===== src/design/fsw_pkg.sv =====
// Function
// - The output goes low once the sampled field rises above the operate threshold.
// - The output goes high once the field falls below the release threshold; the gap is the hysteresis.
// - Powering up with the field inside the band leaves the output high until the first excursion.
// - Field movement inside the band never changes the output.
// - After supply is good the output is held low for the power-on delay, then follows the field.
// - Self-test runs only while the enable input is held high; otherwise normal switching resumes.
// - In self-test a stimulus between the lower and upper reference, with both thresholds inside their drift window, gives a 50% duty pulse output.
// - In self-test a stimulus outside the references gives a fixed output level.
// - In self-test a threshold outside 0.25 to 1.75 times its nominal gives a fixed output level.
// - The self-test pulse output uses a carrier of about 3 kHz.
// - After self-test enable falls a valid switch output appears within 25 us.
package fsw_pkg;
	localparam int          FW         = 12;
	localparam int          CLK_MHZ    = 100;
	localparam int          PWM_HZ     = 3000;
	localparam int          PWM_HALF   = (CLK_MHZ * 1000000) / (PWM_HZ * 2);
	localparam int          CW         = 16;
	localparam int          TON_US     = 25;
	localparam int          TON_CYC    = TON_US * CLK_MHZ;
	localparam int          REC_US     = 25;
	localparam int          REC_CYC    = REC_US * CLK_MHZ;
	localparam int          STEP_G     = 5;
	localparam int          BOP_MAX_G  = 250;
	localparam int          BRP_MIN_G  = -5;
	localparam logic [11:0] HYS_MIN0   = 12'h005;
	localparam logic [11:0] HYS_MAX0   = 12'h01e;
	localparam logic [11:0] HYS_MIN1   = 12'h007;
	localparam logic [11:0] HYS_MAX1   = 12'h028;
	localparam logic [11:0] HYS_MIN2   = 12'h00a;
	localparam logic [11:0] HYS_MAX2   = 12'h03c;
	localparam logic [11:0] HYS_MIN3   = 12'h00f;
	localparam logic [11:0] HYS_MAX3   = 12'h041;
	localparam logic        OUT_RESET  = 1'b0;
	typedef enum logic [1:0] {
		FSW_POWERUP = 2'b00,
		FSW_NORMAL  = 2'b01,
		FSW_TEST    = 2'b10
	} fsw_mode_e;
endpackage


===== src/design/fsw_switch.sv =====
`timescale 1ns/1ns
// Field threshold switch with on-demand self-test
module fsw_switch (
	input  wire logic                        clk,
	input  wire logic                        rst_n,
	input  wire logic                        self_test_enable,
	input  wire logic signed [fsw_pkg::FW-1:0] field,
	input  wire logic signed [fsw_pkg::FW-1:0] operate_threshold,
	input  wire logic signed [fsw_pkg::FW-1:0] release_threshold,
	input  wire logic signed [fsw_pkg::FW-1:0] operate_nominal,
	input  wire logic signed [fsw_pkg::FW-1:0] release_nominal,
	input  wire logic        [1:0]           hysteresis_select,
	input  wire logic signed [fsw_pkg::FW-1:0] stimulus,
	input  wire logic signed [fsw_pkg::FW-1:0] ref_lower,
	input  wire logic signed [fsw_pkg::FW-1:0] ref_upper,
	output logic                             switch_output,
	output logic                             test_fail,
	output logic                             config_valid,
	output logic                             output_valid
);
	logic                    st_en;
	fsw_pkg::fsw_mode_e      mode;
	logic [fsw_pkg::CW-1:0]  on_cnt;
	logic [fsw_pkg::CW-1:0]  pwm_cnt;
	logic                    pwm;
	logic                    latch;
	logic                    first_done;
	logic                    st_fail;
	logic                    drift_bad;
	logic                    stim_ok;
	logic signed [fsw_pkg::FW+2:0] op_x4;
	logic signed [fsw_pkg::FW+2:0] rp_x4;
	logic signed [fsw_pkg::FW+2:0] opn;
	logic signed [fsw_pkg::FW+2:0] rpn;
	logic signed [fsw_pkg::FW:0]   hys;
	logic [11:0]             hmin;
	logic [11:0]             hmax;

	// Pin input crosses into the clock domain
	fsw_sync u_sync (
		.clk   (clk),
		.rst_n (rst_n),
		.d     (self_test_enable),
		.q     (st_en)
	);

	// Mode sequencing: power-up, normal, self-test
	always_ff @(posedge clk)
	begin
		if (!rst_n)
		begin
			mode   <= fsw_pkg::FSW_POWERUP;
			on_cnt <= '0;
		end
		else
		begin
			case (mode)
				fsw_pkg::FSW_POWERUP:
				begin
					on_cnt <= on_cnt + 1'b1;
					if (on_cnt == fsw_pkg::CW'(fsw_pkg::TON_CYC - 1))
						mode <= fsw_pkg::FSW_NORMAL;
				end
				fsw_pkg::FSW_NORMAL:
					if (st_en)
						mode <= fsw_pkg::FSW_TEST;
				fsw_pkg::FSW_TEST:
					if (!st_en)
						mode <= fsw_pkg::FSW_NORMAL;
				default:
					mode <= fsw_pkg::FSW_POWERUP;
			endcase
		end
	end

	// Hysteresis band limits per select code
	always_comb
	begin
		case (hysteresis_select)
			2'b00:
			begin
				hmin = fsw_pkg::HYS_MIN0;
				hmax = fsw_pkg::HYS_MAX0;
			end
			2'b01:
			begin
				hmin = fsw_pkg::HYS_MIN1;
				hmax = fsw_pkg::HYS_MAX1;
			end
			2'b10:
			begin
				hmin = fsw_pkg::HYS_MIN2;
				hmax = fsw_pkg::HYS_MAX2;
			end
			default:
			begin
				hmin = fsw_pkg::HYS_MIN3;
				hmax = fsw_pkg::HYS_MAX3;
			end
		endcase
	end

	// Threshold programming checks
	assign hys = (fsw_pkg::FW+1)'(operate_threshold) - (fsw_pkg::FW+1)'(release_threshold);
	assign config_valid = (operate_threshold <= (fsw_pkg::FW)'(fsw_pkg::BOP_MAX_G))
		&& (operate_threshold % (fsw_pkg::FW)'(fsw_pkg::STEP_G) == '0)
		&& (operate_threshold >= (fsw_pkg::FW)'(fsw_pkg::BRP_MIN_G) + $signed({1'b0, hmin[10:0]}))
		&& (hys >= $signed({1'b0, hmin})) && (hys <= $signed({1'b0, hmax}));

	// Drift window 0.25x to 1.75x nominal, in quarters
	assign op_x4 = (fsw_pkg::FW+3)'(operate_threshold) <<< 2;
	assign rp_x4 = (fsw_pkg::FW+3)'(release_threshold) <<< 2;
	assign opn   = (fsw_pkg::FW+3)'(operate_nominal);
	assign rpn   = (fsw_pkg::FW+3)'(release_nominal);
	assign drift_bad = (op_x4 < opn) || (op_x4 > opn * 15'sh007)
		|| (rp_x4 < rpn) || (rp_x4 > rpn * 15'sh007);
	assign stim_ok  = (stimulus > ref_lower) && (stimulus < ref_upper);
	assign st_fail  = !stim_ok || drift_bad;

	// Hysteresis latch of the field comparison
	always_ff @(posedge clk)
	begin
		if (!rst_n)
		begin
			latch      <= 1'b1;
			first_done <= 1'b0;
		end
		else if (field > operate_threshold)
		begin
			latch      <= 1'b0;
			first_done <= 1'b1;
		end
		else if (field < release_threshold)
		begin
			latch      <= 1'b1;
			first_done <= 1'b1;
		end
		// Inside band: hold, high after power-up
	end

	// 3 kHz carrier, reset on self-test entry
	always_ff @(posedge clk)
	begin
		if (!rst_n || mode != fsw_pkg::FSW_TEST)
		begin
			pwm_cnt <= '0;
			pwm     <= 1'b1;
		end
		else if (pwm_cnt == fsw_pkg::CW'(fsw_pkg::PWM_HALF - 1))
		begin
			pwm_cnt <= '0;
			pwm     <= !pwm;
		end
		else
			pwm_cnt <= pwm_cnt + 1'b1;
	end

	// Output drive and failure flag
	always_ff @(posedge clk)
	begin
		if (!rst_n)
		begin
			switch_output <= fsw_pkg::OUT_RESET;
			test_fail     <= 1'b0;
		end
		else
		begin
			case (mode)
				fsw_pkg::FSW_POWERUP: switch_output <= 1'b0;
				fsw_pkg::FSW_TEST:    switch_output <= st_fail ? stim_ok || (stimulus >= ref_upper) : pwm;
				default:              switch_output <= latch;
			endcase
			test_fail <= (mode == fsw_pkg::FSW_TEST) && st_fail;
		end
	end
	assign output_valid = (mode == fsw_pkg::FSW_NORMAL);

	// Checks
	AST_PWR_LOW: assert property (@(posedge clk) disable iff (!rst_n)
		$past(mode) == fsw_pkg::FSW_POWERUP && mode == fsw_pkg::FSW_POWERUP |-> !switch_output)
		else $error("output not low during power-up");
	AST_PWR_END: assert property (@(posedge clk) disable iff (!rst_n)
		mode == fsw_pkg::FSW_POWERUP && on_cnt == fsw_pkg::CW'(fsw_pkg::TON_CYC - 1)
		|=> mode == fsw_pkg::FSW_NORMAL)
		else $error("power-up delay wrong length");
	AST_OPERATE: assert property (@(posedge clk) disable iff (!rst_n)
		mode == fsw_pkg::FSW_NORMAL && field > operate_threshold ##1 mode == fsw_pkg::FSW_NORMAL |=> !switch_output)
		else $error("output not low above operate");
	AST_RELEASE: assert property (@(posedge clk) disable iff (!rst_n)
		mode == fsw_pkg::FSW_NORMAL && field < release_threshold ##1 mode == fsw_pkg::FSW_NORMAL |=> switch_output)
		else $error("output not high below release");
	AST_BAND_HOLD: assert property (@(posedge clk) disable iff (!rst_n)
		$stable(mode) && mode == fsw_pkg::FSW_NORMAL && $past(mode) == fsw_pkg::FSW_NORMAL
		&& $past(field) <= $past(operate_threshold) && $past(field) >= $past(release_threshold)
		&& $past(latch) == $past(switch_output) |=> $stable(switch_output))
		else $error("output moved inside band");
	AST_BAND_START: assert property (@(posedge clk) disable iff (!rst_n)
		mode == fsw_pkg::FSW_NORMAL && $past(mode) == fsw_pkg::FSW_NORMAL && !first_done |-> switch_output)
		else $error("band start not high");
	AST_TEST_ENTRY: assert property (@(posedge clk) disable iff (!rst_n)
		mode == fsw_pkg::FSW_NORMAL && st_en |=> mode == fsw_pkg::FSW_TEST)
		else $error("self-test not entered");
	AST_TEST_EXIT: assert property (@(posedge clk) disable iff (!rst_n)
		mode == fsw_pkg::FSW_TEST && !st_en |=> mode == fsw_pkg::FSW_NORMAL ##1 switch_output == $past(latch))
		else $error("self-test exit slow");
	AST_PASS_START: assert property (@(posedge clk) disable iff (!rst_n)
		$past(mode) == fsw_pkg::FSW_NORMAL && mode == fsw_pkg::FSW_TEST && !st_fail |=> switch_output)
		else $error("pulse output not started high");
	AST_FAIL_FLAG: assert property (@(posedge clk) disable iff (!rst_n)
		mode == fsw_pkg::FSW_TEST && st_fail |=> test_fail)
		else $error("failure flag missing");
	AST_FAIL_CLEAR: assert property (@(posedge clk) disable iff (!rst_n)
		mode != fsw_pkg::FSW_TEST |=> !test_fail)
		else $error("failure flag outside self-test");
	AST_FAIL_FIXED: assert property (@(posedge clk) disable iff (!rst_n)
		mode == fsw_pkg::FSW_TEST && drift_bad && $stable(stimulus) ##1 mode == fsw_pkg::FSW_TEST && drift_bad
		&& $stable(stimulus) |=> $stable(switch_output))
		else $error("output pulses on failure");
	AST_PWM_TOGGLE: assert property (@(posedge clk) disable iff (!rst_n)
		mode == fsw_pkg::FSW_TEST && pwm_cnt == fsw_pkg::CW'(fsw_pkg::PWM_HALF - 1) |=> pwm != $past(pwm))
		else $error("carrier half period wrong");

	// Main scenarios reached
	COV_OPERATE: cover property (@(posedge clk) mode == fsw_pkg::FSW_NORMAL && $fell(switch_output));
	COV_TEST:    cover property (@(posedge clk) mode == fsw_pkg::FSW_TEST && $rose(pwm));
	COV_FAIL:    cover property (@(posedge clk) $rose(test_fail));
	COV_EXIT:    cover property (@(posedge clk) $past(mode) == fsw_pkg::FSW_TEST && mode == fsw_pkg::FSW_NORMAL);
endmodule


===== src/design/fsw_sync.sv =====
`timescale 1ns/1ns
// Two-flop synchroniser for a pin input
module fsw_sync (
	input  wire logic clk,
	input  wire logic rst_n,
	input  wire logic d,
	output logic      q
);
	logic meta;

	// First flop feeds only the second
	always_ff @(posedge clk)
	begin
		if (!rst_n)
		begin
			meta <= 1'b0;
			q    <= 1'b0;
		end
		else
		begin
			meta <= d;
			q    <= meta;
		end
	end
endmodule


===== config.mk =====
export PLATFORM = sky130hd
export DESIGN_NAME = fsw_switch
export DESIGN_NICKNAME = d
export VERILOG_FILES = /design/src/design/fsw_pkg.sv /design/src/design/fsw_switch.sv /design/src/design/fsw_sync.sv
export SDC_FILE = /design/constraint.sdc
export NUM_CORES = 1
export LEC_CHECK = 0
export ABC_CLOCK_PERIOD_IN_PS = 9700
export BUFFER_PORTS_ARGS = -buffer_cell sky130_fd_sc_hd__buf_2
export CORE_AREA = 5 5 115 117
export CTS_BUF_LIST = sky130_fd_sc_hd__clkbuf_8
export DETAILED_ROUTE_END_ITERATION = 16
export DIE_AREA = 0 0 120 122
export GPL_TIMING_DRIVEN = 0
export PLACE_DENSITY = 0.89
export SLEW_MARGIN = 10
export SYNTH_ARGS = -nofsm -noshare
export SYNTH_HDL_FRONTEND = slang
export SYNTH_SLANG_ARGS = --single-unit

===== constraint.sdc =====
create_clock -name clk -period 9.7 [get_ports clk]
set_input_delay 0 -clock clk [delete_from_list [all_inputs] [get_ports clk]]
set_output_delay 0 -clock clk [all_outputs]
set_load 0.02 [all_outputs]

==> results of run 1 <==
## worst max-delay path: cells and delay by family
kind	cells	cell delay [ns]
and+or+nand+nor	3	0.29
adders and majority gates	4	1.41
AOI/OAI and AO/OA	15	3.16
xor gates and xnor gates	1	0.20
buffers and inverters	3	0.24
## cell families after synthesis
| logic type | Yosys count |
|---|---|
| and+or+nand+nor | 259 |
| DFF | 40 |
| AOI/OAI and AO/OA | 220 |
| buffers and inverters | 199 |
| xor gates and xnor gates | 60 |
| adders and majority gates | 204 |
| muxes | 3 |
## registers in the layout, summed over array words and instances (netlist names)
signal         count
on_cnt            16
switch_output      1
mode               2
u_sync.meta        1
pwm                1
u_sync.q           1
pwm_cnt           16
test_fail          1
latch              1
## synthesized netlist by cell type (6+ instances only)
cell type  count  area (um2)
nor2_1        63         236
xor2_1        32         280
or3_1          9        56.3
and3_1         8        50.1
o22ai_1        7        43.8
inv_1        175         657
nor3_1        13        65.1
xnor2_1       25         219
a21oi_1       59         295
nor2b_1       16         100
o21ai_0       43         215
nand4_1       19         119
nor4_1        13        81.3
dfxtp_1       40         801
a21o_1        28         210
ha_1         183        2290
nand3_1       29         145
o21a_1        18         135
o211ai_1       6        45.0
nand2b_1      18         113
a2111oi_0      6        52.6
nand2_1       36         135
fa_1          21         420
## per-stage QoR
| stage | hold slack, ns | util | worst slack (ns) |
|---|---|---|---|
| after floorplan | 0.0711 | - | 5.18 |
| after global placement | 0.213 | 0.694 | 4.41 |
| after detailed placement | 0.216 | 0.694 | 4.22 |
| after CTS | 0.264 | 0.702 | 4.53 |
| after global routing | 0.333 | 0.702 | 3.99 |
| final | 0.268 | 0.702 | 4.53 |
## area by class of cell
class / instances / area (um2) / area share
Timing Repair Buffer: 106 / 541 / 0.0628
Inverter: 180 / 676 / 0.0785
Tap cell: 150 / 188 / 0.0218
Multi-Input combinational cell: 746 / 6170 / 0.717
Clock buffer: 5 / 68.8 / 0.00799
Clock inverter: 3 / 18.8 / 0.00218
Buffer: 19 / 146 / 0.0170
Sequential cell: 40 / 801 / 0.0930
## routing by layer
| layer | track usage | wire length (um) | vias to the layer above | part of all wire |
|---|---|---|---|---|
| li1 | - | - | 3659 | - |
| met1 | 0.278 | 7440 | 3306 | 0.42 |
| met2 | 0.436 | 8890 | 170 | 0.50 |
| met3 | 0.0269 | 683 | 54 | 0.039 |
| met4 | 0.0795 | 611 | 0 | 0.035 |
| met5 | 0 | 0 | - | 0 |
## power breakdown
group / internal (uW) / switching [uW] / total [uW]
Combinational: 249 / 297 / 545
Clock: 50.1 / 57.1 / 107
Sequential: 166 / 1.86 / 168
Total: 465 / 356 / 820
## repair_timing
item                                   in CTS  in global routing
gates resized for setup                     0                  0
endpoints found under the hold margin       4                  0
hold buffers                                2                  0
setup buffers                               0                  0
## worst max path at each step
stage / from / to / slack (ns) / cells past startpoint
2_1_floorplan: operate_nominal[2] / switch_output / 5.18 / 26
3_3_place_gp: operate_nominal[2] / switch_output / 4.41 / 26
4_1_cts: operate_nominal[2] / switch_output / 4.53 / 27
3_5_place_dp: operate_nominal[2] / switch_output / 4.22 / 27
6_report: operate_nominal[2] / switch_output / 4.53 / 26
5_1_grt: operate_nominal[2] / switch_output / 3.99 / 27
==> impl_results.md, run 1 <==
* CTS clk-pin slew, worst paths at 0.08 ns
* Commonest cells after routing, fill and taps aside: ha_1, inv_1, buf_2
* Critical Path RT at 9.84 ns
* Core area at ~12000 um2
* Diode count at 0
* Layout area overhead at 10.5%
* Detailed Routing Iterations Pass 1 at 5
* Final count of hold timing violations at 0
* Fin crit share at 0.533
* YS warnings at 0
* Vias per Instance at 5.76
* Post-synthesis xor/xnor area fraction at 0.0719
* Via count at 7189
* Row count at 41
* Slowest cell on the critical path: fa_1
* Mapped Area at 7790 um2
* Crit path max fanout at 4
* Reg-to-reg slack, setup at 7.79 ns
* Hold path endpoint: latch
* Die X at 120 um
* All-Layer GR Usage at 0.234
* Register bit total from synthesis at 40
* Max_cap viols at 0
* Reg-to-reg critical path startpoint: pwm_cnt[6]
* # setup viols final at 0
* Final setup TNS at 0 ns
* Inst Count DP at 1239
* Pin slew with the least headroom to its limit at 0.604 ns
* Nets at about 1400
* RR Endpoint: pwm_cnt[2]
* Drt drc at 0
* CP Capture Type: flop
* Crit path DAT at 5.31 ns
* Worst skew pair latency at a little under 0.3 ns
* Sequential area share after synthesis at 0.103
* Syn Nets at approximately 1300
* Multiplexer area fraction after synthesis at 0.00385
* Synth cell types at between 80 and 90
* Final std cells w/o fill at 1249
* Power per cell area at 95.3 nW/um2
* Largest net degree at the start of global routing at 14
* Vias in the first global route at 6910
* Mapped Cells at 985
* Simple-gate share of the synthesized area at 0.181
* Slew headroom at 0.592
* Reg2Reg Depth at 7
* IO buf count at ~100
* First-pass GRT wire length at 29.2 mm
* Setup CP Type: in2reg
* CP most frequent cell: a21oi_1
* Initial Utilization at 0.636
* Top achievable clock speed at 193 MHz
* 1st-iter DRT viols at 313
* Crit-path max cell delay at roughly 0.55 ns
* Number of synthesized flops with an enable pin at 0
* TritonCTS Buffers at 5
* Gr ovfl total at 0
* Die area at 14600 um2
* Routability cong. at approximately 0.90
* Most used flip-flop cell after synthesis: dfxtp_1
* Root Buffer: clkbuf_8
* Most common cell after layout, fill and taps aside: ha_1
* Routed wire length at 17.6 mm
* Pwr Total at roughly 820 uW
* WL/cell at around 14 um
* Fillers at 977
* Worst Setup Start Kind: input port
* Async SR Flop Fraction at 0
* Die height at ~120 um
* Final Cell Area at 8610 um2
* Share of cells above drive strength 1 at 0.134
* Min Tclk post-route at 5.17 ns
* Synth Area in Adders at 0.348
* Critical hold path startpoint: field[11]
* Clock buffer depth at 2
* Syn avg cell area at 7.91 um2
* Final ANT Viol Nets at 0
* Worst Skew at roughly 0.0076 ns
* RSZ-0062 raised after global routing: no
* Worst IR Drop VDD at 0.0000608 V
* Htree depth at 2
* Slew Limit Fails at 0
* Largest family of logic cells by synthesized area: adder cells
* Leak pwr at roughly 0.0045 uW
* WHS Path Cells at 4
* DP Area at 8500 um2
* IO Pins at 105
* Status: finished, final reports clean
* CTS tree: built
* Hold Path Class: in2reg
* Clk sinks at 40
* HPWL Detailed at 15.3 mm
* Area fraction in compound gates after synthesis at 0.187
* Antenna violations before repair at 0
Power figures use the tool's default switching activity.
==> run 2, diff against run 1 <==
--- a/config.mk
+++ b/config.mk
@@ -5,14 +5,14 @@
 export SDC_FILE = /design/constraint.sdc
 export NUM_CORES = 1
 export LEC_CHECK = 0
-export ABC_CLOCK_PERIOD_IN_PS = 9700
+export ABC_CLOCK_PERIOD_IN_PS = 4360
 export BUFFER_PORTS_ARGS = -buffer_cell sky130_fd_sc_hd__buf_2
-export CORE_AREA = 5 5 115 117
+export CORE_AREA = 5 5 126 128
 export CTS_BUF_LIST = sky130_fd_sc_hd__clkbuf_8
 export DETAILED_ROUTE_END_ITERATION = 16
-export DIE_AREA = 0 0 120 122
+export DIE_AREA = 0 0 131 133
 export GPL_TIMING_DRIVEN = 0
-export PLACE_DENSITY = 0.89
+export PLACE_DENSITY = 0.78
 export SLEW_MARGIN = 10
 export SYNTH_ARGS = -nofsm -noshare
 export SYNTH_HDL_FRONTEND = slang
==> constraint.sdc (replaced) <==
create_clock -name clk -period 4.36 [get_ports clk]
set_input_delay 0 -clock clk [delete_from_list [all_inputs] [get_ports clk]]
set_output_delay 0 -clock clk [all_outputs]
set_load 0.02 [all_outputs]
==> run 2 against run 1 <==
Total power up 140%. Clock-buffer cell count up 1. Non-clock buffer count up 19. Final area up 4.6%. Cell count up 4.6%. Critical endpoint unchanged. Clock skew down 0.0020 ns. Largest power group unchanged. Register-to-register slack worse by 5.4 ns. Flip-flop and latch count unchanged. Global-route usage down 3.5 points. Largest cell class unchanged. The flow now finishes with violations (setup timing).
==> impl_results.md, run 2 (synthesis results as in run 1) <==
* Pin slew with the least headroom to its limit at 0.522 ns (was 0.604 ns)
* HPWL Detailed at 15.1 mm (was 15.3 mm)
* Reg-to-reg slack, setup at 2.44 ns (was 7.79 ns)
* Internal at 1150 uW (was 465 uW)
* Share of cells above drive strength 1 at 0.176 (was 0.134)
* Setup CP Type: in2reg (unchanged)
* # setup viols final at 1 (was 0)
* Final std cells w/o fill at 1306 (was 1249)
* Drt drc at 0 (unchanged)
* 1st-iter DRT viols at 245 (was 313)
* Worst Setup Slack, final at -0.00958 ns (was 4.53 ns)
* Routed wire length at 18.1 mm (was 17.6 mm)
* Final count of hold timing violations at 0 (unchanged)
* Slew headroom at 0.643 (was 0.592)
* Root Buffer: clkbuf_8 (unchanged)
* Worst skew pair latency at 0.28 ns (was 0.29 ns)
* Slowest cell on the critical path: fa_1 (unchanged)
* Slew Limit Fails at 0 (unchanged)
* Clock power frac at 0.121 (was 0.131)
* Status: complete, but fails checks (was finished, final reports clean)
* Clock buffer depth at 2 (unchanged)
* Inst Count DP at 1277 (was 1239)
* Worst Skew at 0.00558 ns (was 0.00758 ns)
* Failing checks: setup timing
* Most common cell after layout, fill and taps aside: ha_1 (unchanged)
* Sequential share of power at 0.188 (was 0.205)
* Fin crit share at 1.00
* Vias in the first global route at 6922 (was 6910)
* CTS clk-pin slew, worst paths at 0.07 ns (was 0.08 ns)
* Die height at 133 um (was 122 um)
* WHS Path Cells at 4 (unchanged)
* Clk sinks at 40 (unchanged)
* Critical hold path startpoint: field[11] (unchanged)
* Sw power at 840 uW (was 356 uW)
* Power per cell area at 221 nW/um2 (was 95.3 nW/um2)
* Vias per Instance at 5.47 (was 5.76)
* Row count at 45 (was 41)
* Initial Utilization at 0.528 (was 0.636)
* Hold path endpoint: latch (unchanged)
* Critical Path RT at 4.52 ns (was 9.84 ns)
* Detailed Routing Iterations Pass 1 at 4 (was 5)
* Pwr Total at 1990 uW (was 820 uW)
* Via count at 7145 (was 7189)
* Final ANT Viol Nets at 0 (unchanged)
* RSZ-0062 raised after global routing: yes (was no)
* Biggest regs: on_cnt (16), pwm_cnt (16), mode (2) (unchanged)
* Share of power burned in combinational logic at 0.691 (was 0.665)
* Die area at 17400 um2 (was 14600 um2)
* Leak pwr at 0.00463 uW (was 0.00451 uW)
* Crit path DAT at 4.53 ns (was 5.31 ns)
* Die X at 131 um (was 120 um)
* CP Capture Type: flop (unchanged)
* Hold Path Class: in2reg (unchanged)
* Htree depth at 2 (unchanged)
* Reg2Reg Depth at 7 (unchanged)
* Commonest cells after routing, fill and taps aside: ha_1, inv_1, buf_2 (unchanged)
* Nets at 1422 (was 1403)
* Worst Setup Start Kind: input port (unchanged)
* All-Layer GR Usage at 0.199 (was 0.234)
* WL/cell at 13.8 um (was 14.1 um)
* Largest net degree at the start of global routing at 12 (was 14)
* Max_cap viols at 0 (unchanged)
* RR Endpoint: pwm_cnt[15] (was pwm_cnt[2])
* Crit-path max cell delay at 0.52 ns (was 0.55 ns)
* Core area at 14800 um2 (was 12300 um2)
* Layout area overhead at 15.6% (was 10.5%)
* Antenna violations before repair at 0 (unchanged)
* Top achievable clock speed at between 200 and 250 MHz
* Diode count at 0 (unchanged)
* Gr ovfl total at 0 (unchanged)
* Sw Ratio at 0.423 (was 0.433)
* Worst IR Drop VDD at 0.000154 V (was 0.0000608 V)
* IO buf count at 104 (unchanged)
* IO Pins at 105 (unchanged)
* Crit path max fanout at 3 (was 4)
* CTS tree: built (unchanged)
* Core Util, Final at 0.611 (was 0.702)
* First-pass GRT wire length at 29.5 mm (was 29.2 mm)
* Reg-to-reg critical path startpoint: pwm_cnt[5] (was pwm_cnt[6])
* Routability cong. at 0.869 (was 0.905)
* CP most frequent cell: a21oi_2 (was a21oi_1)
* TritonCTS Buffers at 5 (unchanged)
* Min Tclk post-route at 4.37 ns
[run 2: how the worst max path moves through the flow]
stage	from	endpoint	slack [ns]	depth (start not counted)
final	operate_nominal[2]	switch_output	-0.01	26
after global routing	operate_nominal[2]	switch_output	-0.30	26
after CTS	operate_nominal[2]	switch_output	0.01	26
after detailed placement	operate_nominal[2]	switch_output	-0.69	26
after global placement	operate_nominal[2]	switch_output	-0.58	26
after floorplan	operate_nominal[1]	switch_output	0.01	25
[run 2: final cells by class]
class / count / area, um2
Multi-Input combinational cell: 746 / 6350
Fill cell: 1291 / 5740
Sequential cell: 40 / 801
Timing Repair Buffer: 125 / 711
Inverter: 180 / 676
Tap cell: 188 / 235
Buffer: 19 / 146
Clock buffer: 6 / 82.6
Clock inverter: 2 / 7.51
[run 2: layer usage]
layer / vias to the layer above / share of wire / GRT usage
li1: 3705 / - / -
met1: 3276 / 0.43 / 0.240
met2: 120 / 0.51 / 0.363
met3: 44 / 0.031 / 0.0194
met4: 0 / 0.035 / 0.0640
met5: - / 0 / 0
[run 2: power by group through the flow]
stage	clock network (uW)	registers, uW	logic, uW
after CTS	246	373	1280
final	240	373	1370
after floorplan	0	381	920
after detailed placement	0	382	1200
after global placement	0	382	1170
after global routing	267	374	1560
[run 2: per-stage QoR]
step           worst slack [ns]  setup TNS [ns]  area (um2)  hold WS (ns)
2_1_floorplan            0.0135               0        7810        0.0711
3_3_place_gp             -0.578           -1.09        8570         0.211
3_5_place_dp             -0.688           -1.30        8570         0.210
4_1_cts                  0.0120               0        8810         0.277
5_1_grt                  -0.296          -0.563        9010         0.304
6_report               -0.00958        -0.00958        9010         0.279
[run 2: worst max-delay path, delay by kind of cell]
kind                       cells  cell delay (ns)
xor gates and xnor gates       1             0.26
adders and majority gates      4             1.31
AOI/OAI and AO/OA             15             2.41
and+or+nand+nor                3             0.35
buffers and inverters          3             0.19
[run 2: repair_timing]
item                       CTS  global route
hold buffers                 2             0
setup buffers                9            10
gates resized for setup     12            35
hold endpoints to repair     3             0
setup endpoints to repair    2             2
pin swaps                   11            32
==> run 3, diff against run 2 <==
--- a/config.mk
+++ b/config.mk
@@ -5,14 +5,15 @@
 export SDC_FILE = /design/constraint.sdc
 export NUM_CORES = 1
 export LEC_CHECK = 0
-export ABC_CLOCK_PERIOD_IN_PS = 4360
+export ABC_AREA = 1
+export ABC_CLOCK_PERIOD_IN_PS = 4300
 export BUFFER_PORTS_ARGS = -buffer_cell sky130_fd_sc_hd__buf_2
-export CORE_AREA = 5 5 126 128
+export CORE_AREA = 5 5 119 121
 export CTS_BUF_LIST = sky130_fd_sc_hd__clkbuf_8
 export DETAILED_ROUTE_END_ITERATION = 16
-export DIE_AREA = 0 0 131 133
+export DIE_AREA = 0 0 124 126
 export GPL_TIMING_DRIVEN = 0
-export PLACE_DENSITY = 0.78
+export PLACE_DENSITY = 0.83
 export SLEW_MARGIN = 10
 export SYNTH_ARGS = -nofsm -noshare
 export SYNTH_HDL_FRONTEND = slang
==> constraint.sdc (replaced) <==
create_clock -name clk -period 4.3 [get_ports clk]
set_input_delay 0 -clock clk [delete_from_list [all_inputs] [get_ports clk]]
set_output_delay 0 -clock clk [all_outputs]
set_load 0.02 [all_outputs]
==> run 3 against run 2 <==
The run now ends clean. Die area shrank 10%. Flip-flop and latch count did not move. Clock power is 7% higher. Via count up 2.4%. Critical path depth increased by 4. Synthesized area down 0.80%. Highest routed layer is now met5.
==> impl_results.md, run 3 <==
* Hold Path Class: in2reg (unchanged)
* Synth top area share at 0.296 (was 0.294)
* RSZ-0062 raised after global routing: yes (unchanged)
* Clk sinks at 40 (unchanged)
* Slew Limit Fails at 0 (unchanged)
* # setup viols final at 0 (was 1)
* Synth cell types at 48 (was 87)
* CP startpoint: release_nominal[2] (was operate_nominal[2])
* Vias per Instance at 5.22 (was 5.47)
* Largest net degree at the start of global routing at 13 (was 12)
* Worst IR Drop VDD at 0.000263 V (was 0.000154 V)
* CTS clk-pin slew, worst paths at 0.08 ns (was 0.07 ns)
* Number of synthesized flops with an enable pin at 0 (unchanged)
* Leak pwr at 0.00482 uW (was 0.00463 uW)
* Drt drc at 0 (unchanged)
* Die area at 15600 um2 (was 17400 um2)
* Worst Skew at 0.00946 ns (was 0.00558 ns)
* Most common library cells after synthesis: inv_1, ha_1, nand2_1 (was ha_1, inv_1, nor2_1)
* WL/cell at 12.2 um (was 13.8 um)
* HPWL Detailed at 14.5 mm (was 15.1 mm)
* Sequential share of power at 0.168 (was 0.188)
* CP Capture Type: flop (unchanged)
* Sequential area share after synthesis at 0.104 (was 0.103)
* Vias in the first global route at 6898 (was 6922)
* CTS tree: built (unchanged)
* Routability cong. at 0.880 (was 0.869)
* Fillers at 1160 (was 1291)
* Inst Count DP at 1381 (was 1277)
* Die height at 126 um (was 133 um)
* Reg-to-reg critical path startpoint: on_cnt[1] (was pwm_cnt[5])
* Final ANT Viol Nets at 0 (unchanged)
* Status: finished, final reports clean (was complete, but fails checks)
* Share of power burned in combinational logic at 0.717 (was 0.691)
* Syn avg cell area at 7.02 um2 (was 7.91 um2)
* Worst skew pair latency at 0.30 ns (was 0.28 ns)
* Routed wire length at 17.1 mm (was 18.1 mm)
* Nets at 1529 (was 1422)
* All-Layer GR Usage at 0.214 (was 0.199)
* Pwr Total at 2250 uW (was 1990 uW)
* Critical Path RT at 4.48 ns (was 4.52 ns)
* Commonest cells after routing, fill and taps aside: inv_1, ha_1, nand2_1 (was ha_1, inv_1, buf_2)
* IO buf count at 104 (unchanged)
* Mapped Cells at 1101 (was 985)
* Power per cell area at 253 nW/um2 (was 221 nW/um2)
* Antenna violations before repair at 3 (was 0)
* Most used flip-flop cell after synthesis: dfxtp_1 (unchanged)
* Final std cells w/o fill at 1402 (was 1306)
* 1st-iter DRT viols at 235 (was 245)
* Initial Utilization at 0.596 (was 0.528)
* Slowest cell on the critical path: fa_1 (unchanged)
* Mapped Area at 7730 um2 (was 7790 um2)
* Gr ovfl total at 0 (unchanged)
* GR peak layer: met2 (unchanged)
* Top achievable clock speed at 233 MHz
* Root Buffer: clkbuf_8 (unchanged)
* Via count at 7315 (was 7145)
* Critical hold path startpoint: field[11] (unchanged)
* Async SR Flop Fraction at 0 (unchanged)
* Met1 Usage GRT at 0.280 (was 0.240)
* Die X at 124 um (was 131 um)
* Top cells by area, synth: ha_1, inv_1, dfxtp_1 (was ha_1, dfxtp_1, inv_1)
* Core area at 13000 um2 (was 14800 um2)
* Pin slew with the least headroom to its limit at 0.616 ns (was 0.522 ns)
* Row count at 42 (was 45)
* Htree depth at 2 (unchanged)
* Top-count cell post-synth: inv_1 (was ha_1)
* Max_cap viols at 0 (unchanged)
* Sw power at 1070 uW (was 840 uW)
* Setup CP Type: in2reg (unchanged)
* Biggest regs: on_cnt (16), pwm_cnt (16), mode (2) (unchanged)
* Synth area leader: ha_1 (unchanged)
* IO Pins at 105 (unchanged)
* Crit-path max cell delay at 0.50 ns (was 0.52 ns)
* Final count of hold timing violations at 0 (unchanged)
* Clock buffer depth at 2 (unchanged)
* Min Tclk post-route at 4.30 ns
* Register bit total from synthesis at 40 (unchanged)
* Fin crit share at 1.00
* Slew headroom at 0.579 (was 0.643)
* Crit path DAT at 4.48 ns (was 4.53 ns)
* Sw Ratio at 0.476 (was 0.423)
* Internal at 1180 uW (was 1150 uW)
* YS warnings at 0 (unchanged)
* Syn Nets at 1406 (was 1290)
* Most common cell after layout, fill and taps aside: inv_1 (was ha_1)
* TritonCTS Buffers at 5 (unchanged)
* First-pass GRT wire length at 28.7 mm (was 29.5 mm)
* Detailed Routing Iterations Pass 1 at 5 (was 4)
* Clock power frac at 0.115 (was 0.121)
* Crit path max fanout at 4 (was 3)
* Grt met3 use at 0.0269 (was 0.0194)
* Met2 Use GR at 0.380 (was 0.363)
* Layout area overhead at 14.8% (was 15.6%)
* Share of cells above drive strength 1 at 0.165 (was 0.176)
* Worst Setup Start Kind: input port (unchanged)
==> run 3: final timing paths <==
path / end / slack, ns / cells past startpoint
worst max register to register: on_cnt[14] / 2.02 / 11
worst max-delay path: switch_output / 0.0001 / 30
worst min register to register: u_sync.q / 0.44 / 2
worst min-delay path: latch / 0.22 / 6
==> run 3: repair_timing <==
action	4_1_cts	5_1_grt
setup endpoints to repair	2	2
cloned	0	0
resized for setup	11	38
endpoints found under the hold margin	1	1
pin swaps	9	36
hold buffers	1	1
buffers inserted	6	4
==> run 3: power by group through the flow <==
stage               registers (uW)  logic [uW]  clock network, uW
floorplan                      385        1170                  0
finish                         378        1610                257
detailed placement             386        1490                  0
global route                   378        1860                279
CTS                            378        1540                264
global placement               386        1440                  0
==> run 3: cell type report <==
type	count	area [um2]	area share
Multi-Input combinational cell	785	6080	0.684
Clock inverter	2	10.0	0.00113
Timing Repair Buffer	116	649	0.0732
Inverter	274	1030	0.116
Buffer	2	7.51	0.000846
Antenna cell	1	2.50	0.000282
Sequential cell	40	801	0.0902
Tap cell	176	220	0.0248
Clock buffer	6	82.6	0.00930
==> run 3: kinds of logic after synthesis <==
kind of cell    synth area share
compound gates             0.159
xor+xnor                  0.0476
simple gates               0.205
flops                      0.104
fa+ha+maj                  0.350
buf+inv                    0.134
==> run 3: metrics by stage <==
step	utilization	worst slack, ns	hold WS (ns)	cell area, um2	TNS [ns]
2_1_floorplan	-	0.0391	0.0976	7730	0
3_3_place_gp	0.653	-0.687	0.189	8470	-1.23
3_5_place_dp	0.653	-0.828	0.187	8470	-1.46
4_1_cts	0.667	0.0102	0.00624	8650	0
5_1_grt	0.684	-0.319	0.314	8880	-0.541
6_report	0.684	0.000127	0.222	8880	0
==> run 3: per-layer routing <==
| layer | vias to the layer above | wire length, um |
|---|---|---|
| li1 | 3865 | - |
| met1 | 3305 | 7840 |
| met2 | 117 | 8270 |
| met3 | 24 | 754 |
| met4 | 4 | 230 |
| met5 | - | 20 |
==> run 3: worst max-delay path, delay by kind of cell <==
| family | cells | cell delay (ns) |
|---|---|---|
| and+or+nand+nor | 10 | 1.21 |
| xor gates and xnor gates | 1 | 0.09 |
| buffers and inverters | 5 | 0.37 |
| adders and majority gates | 4 | 1.28 |
| AOI/OAI and AO/OA | 10 | 1.52 |
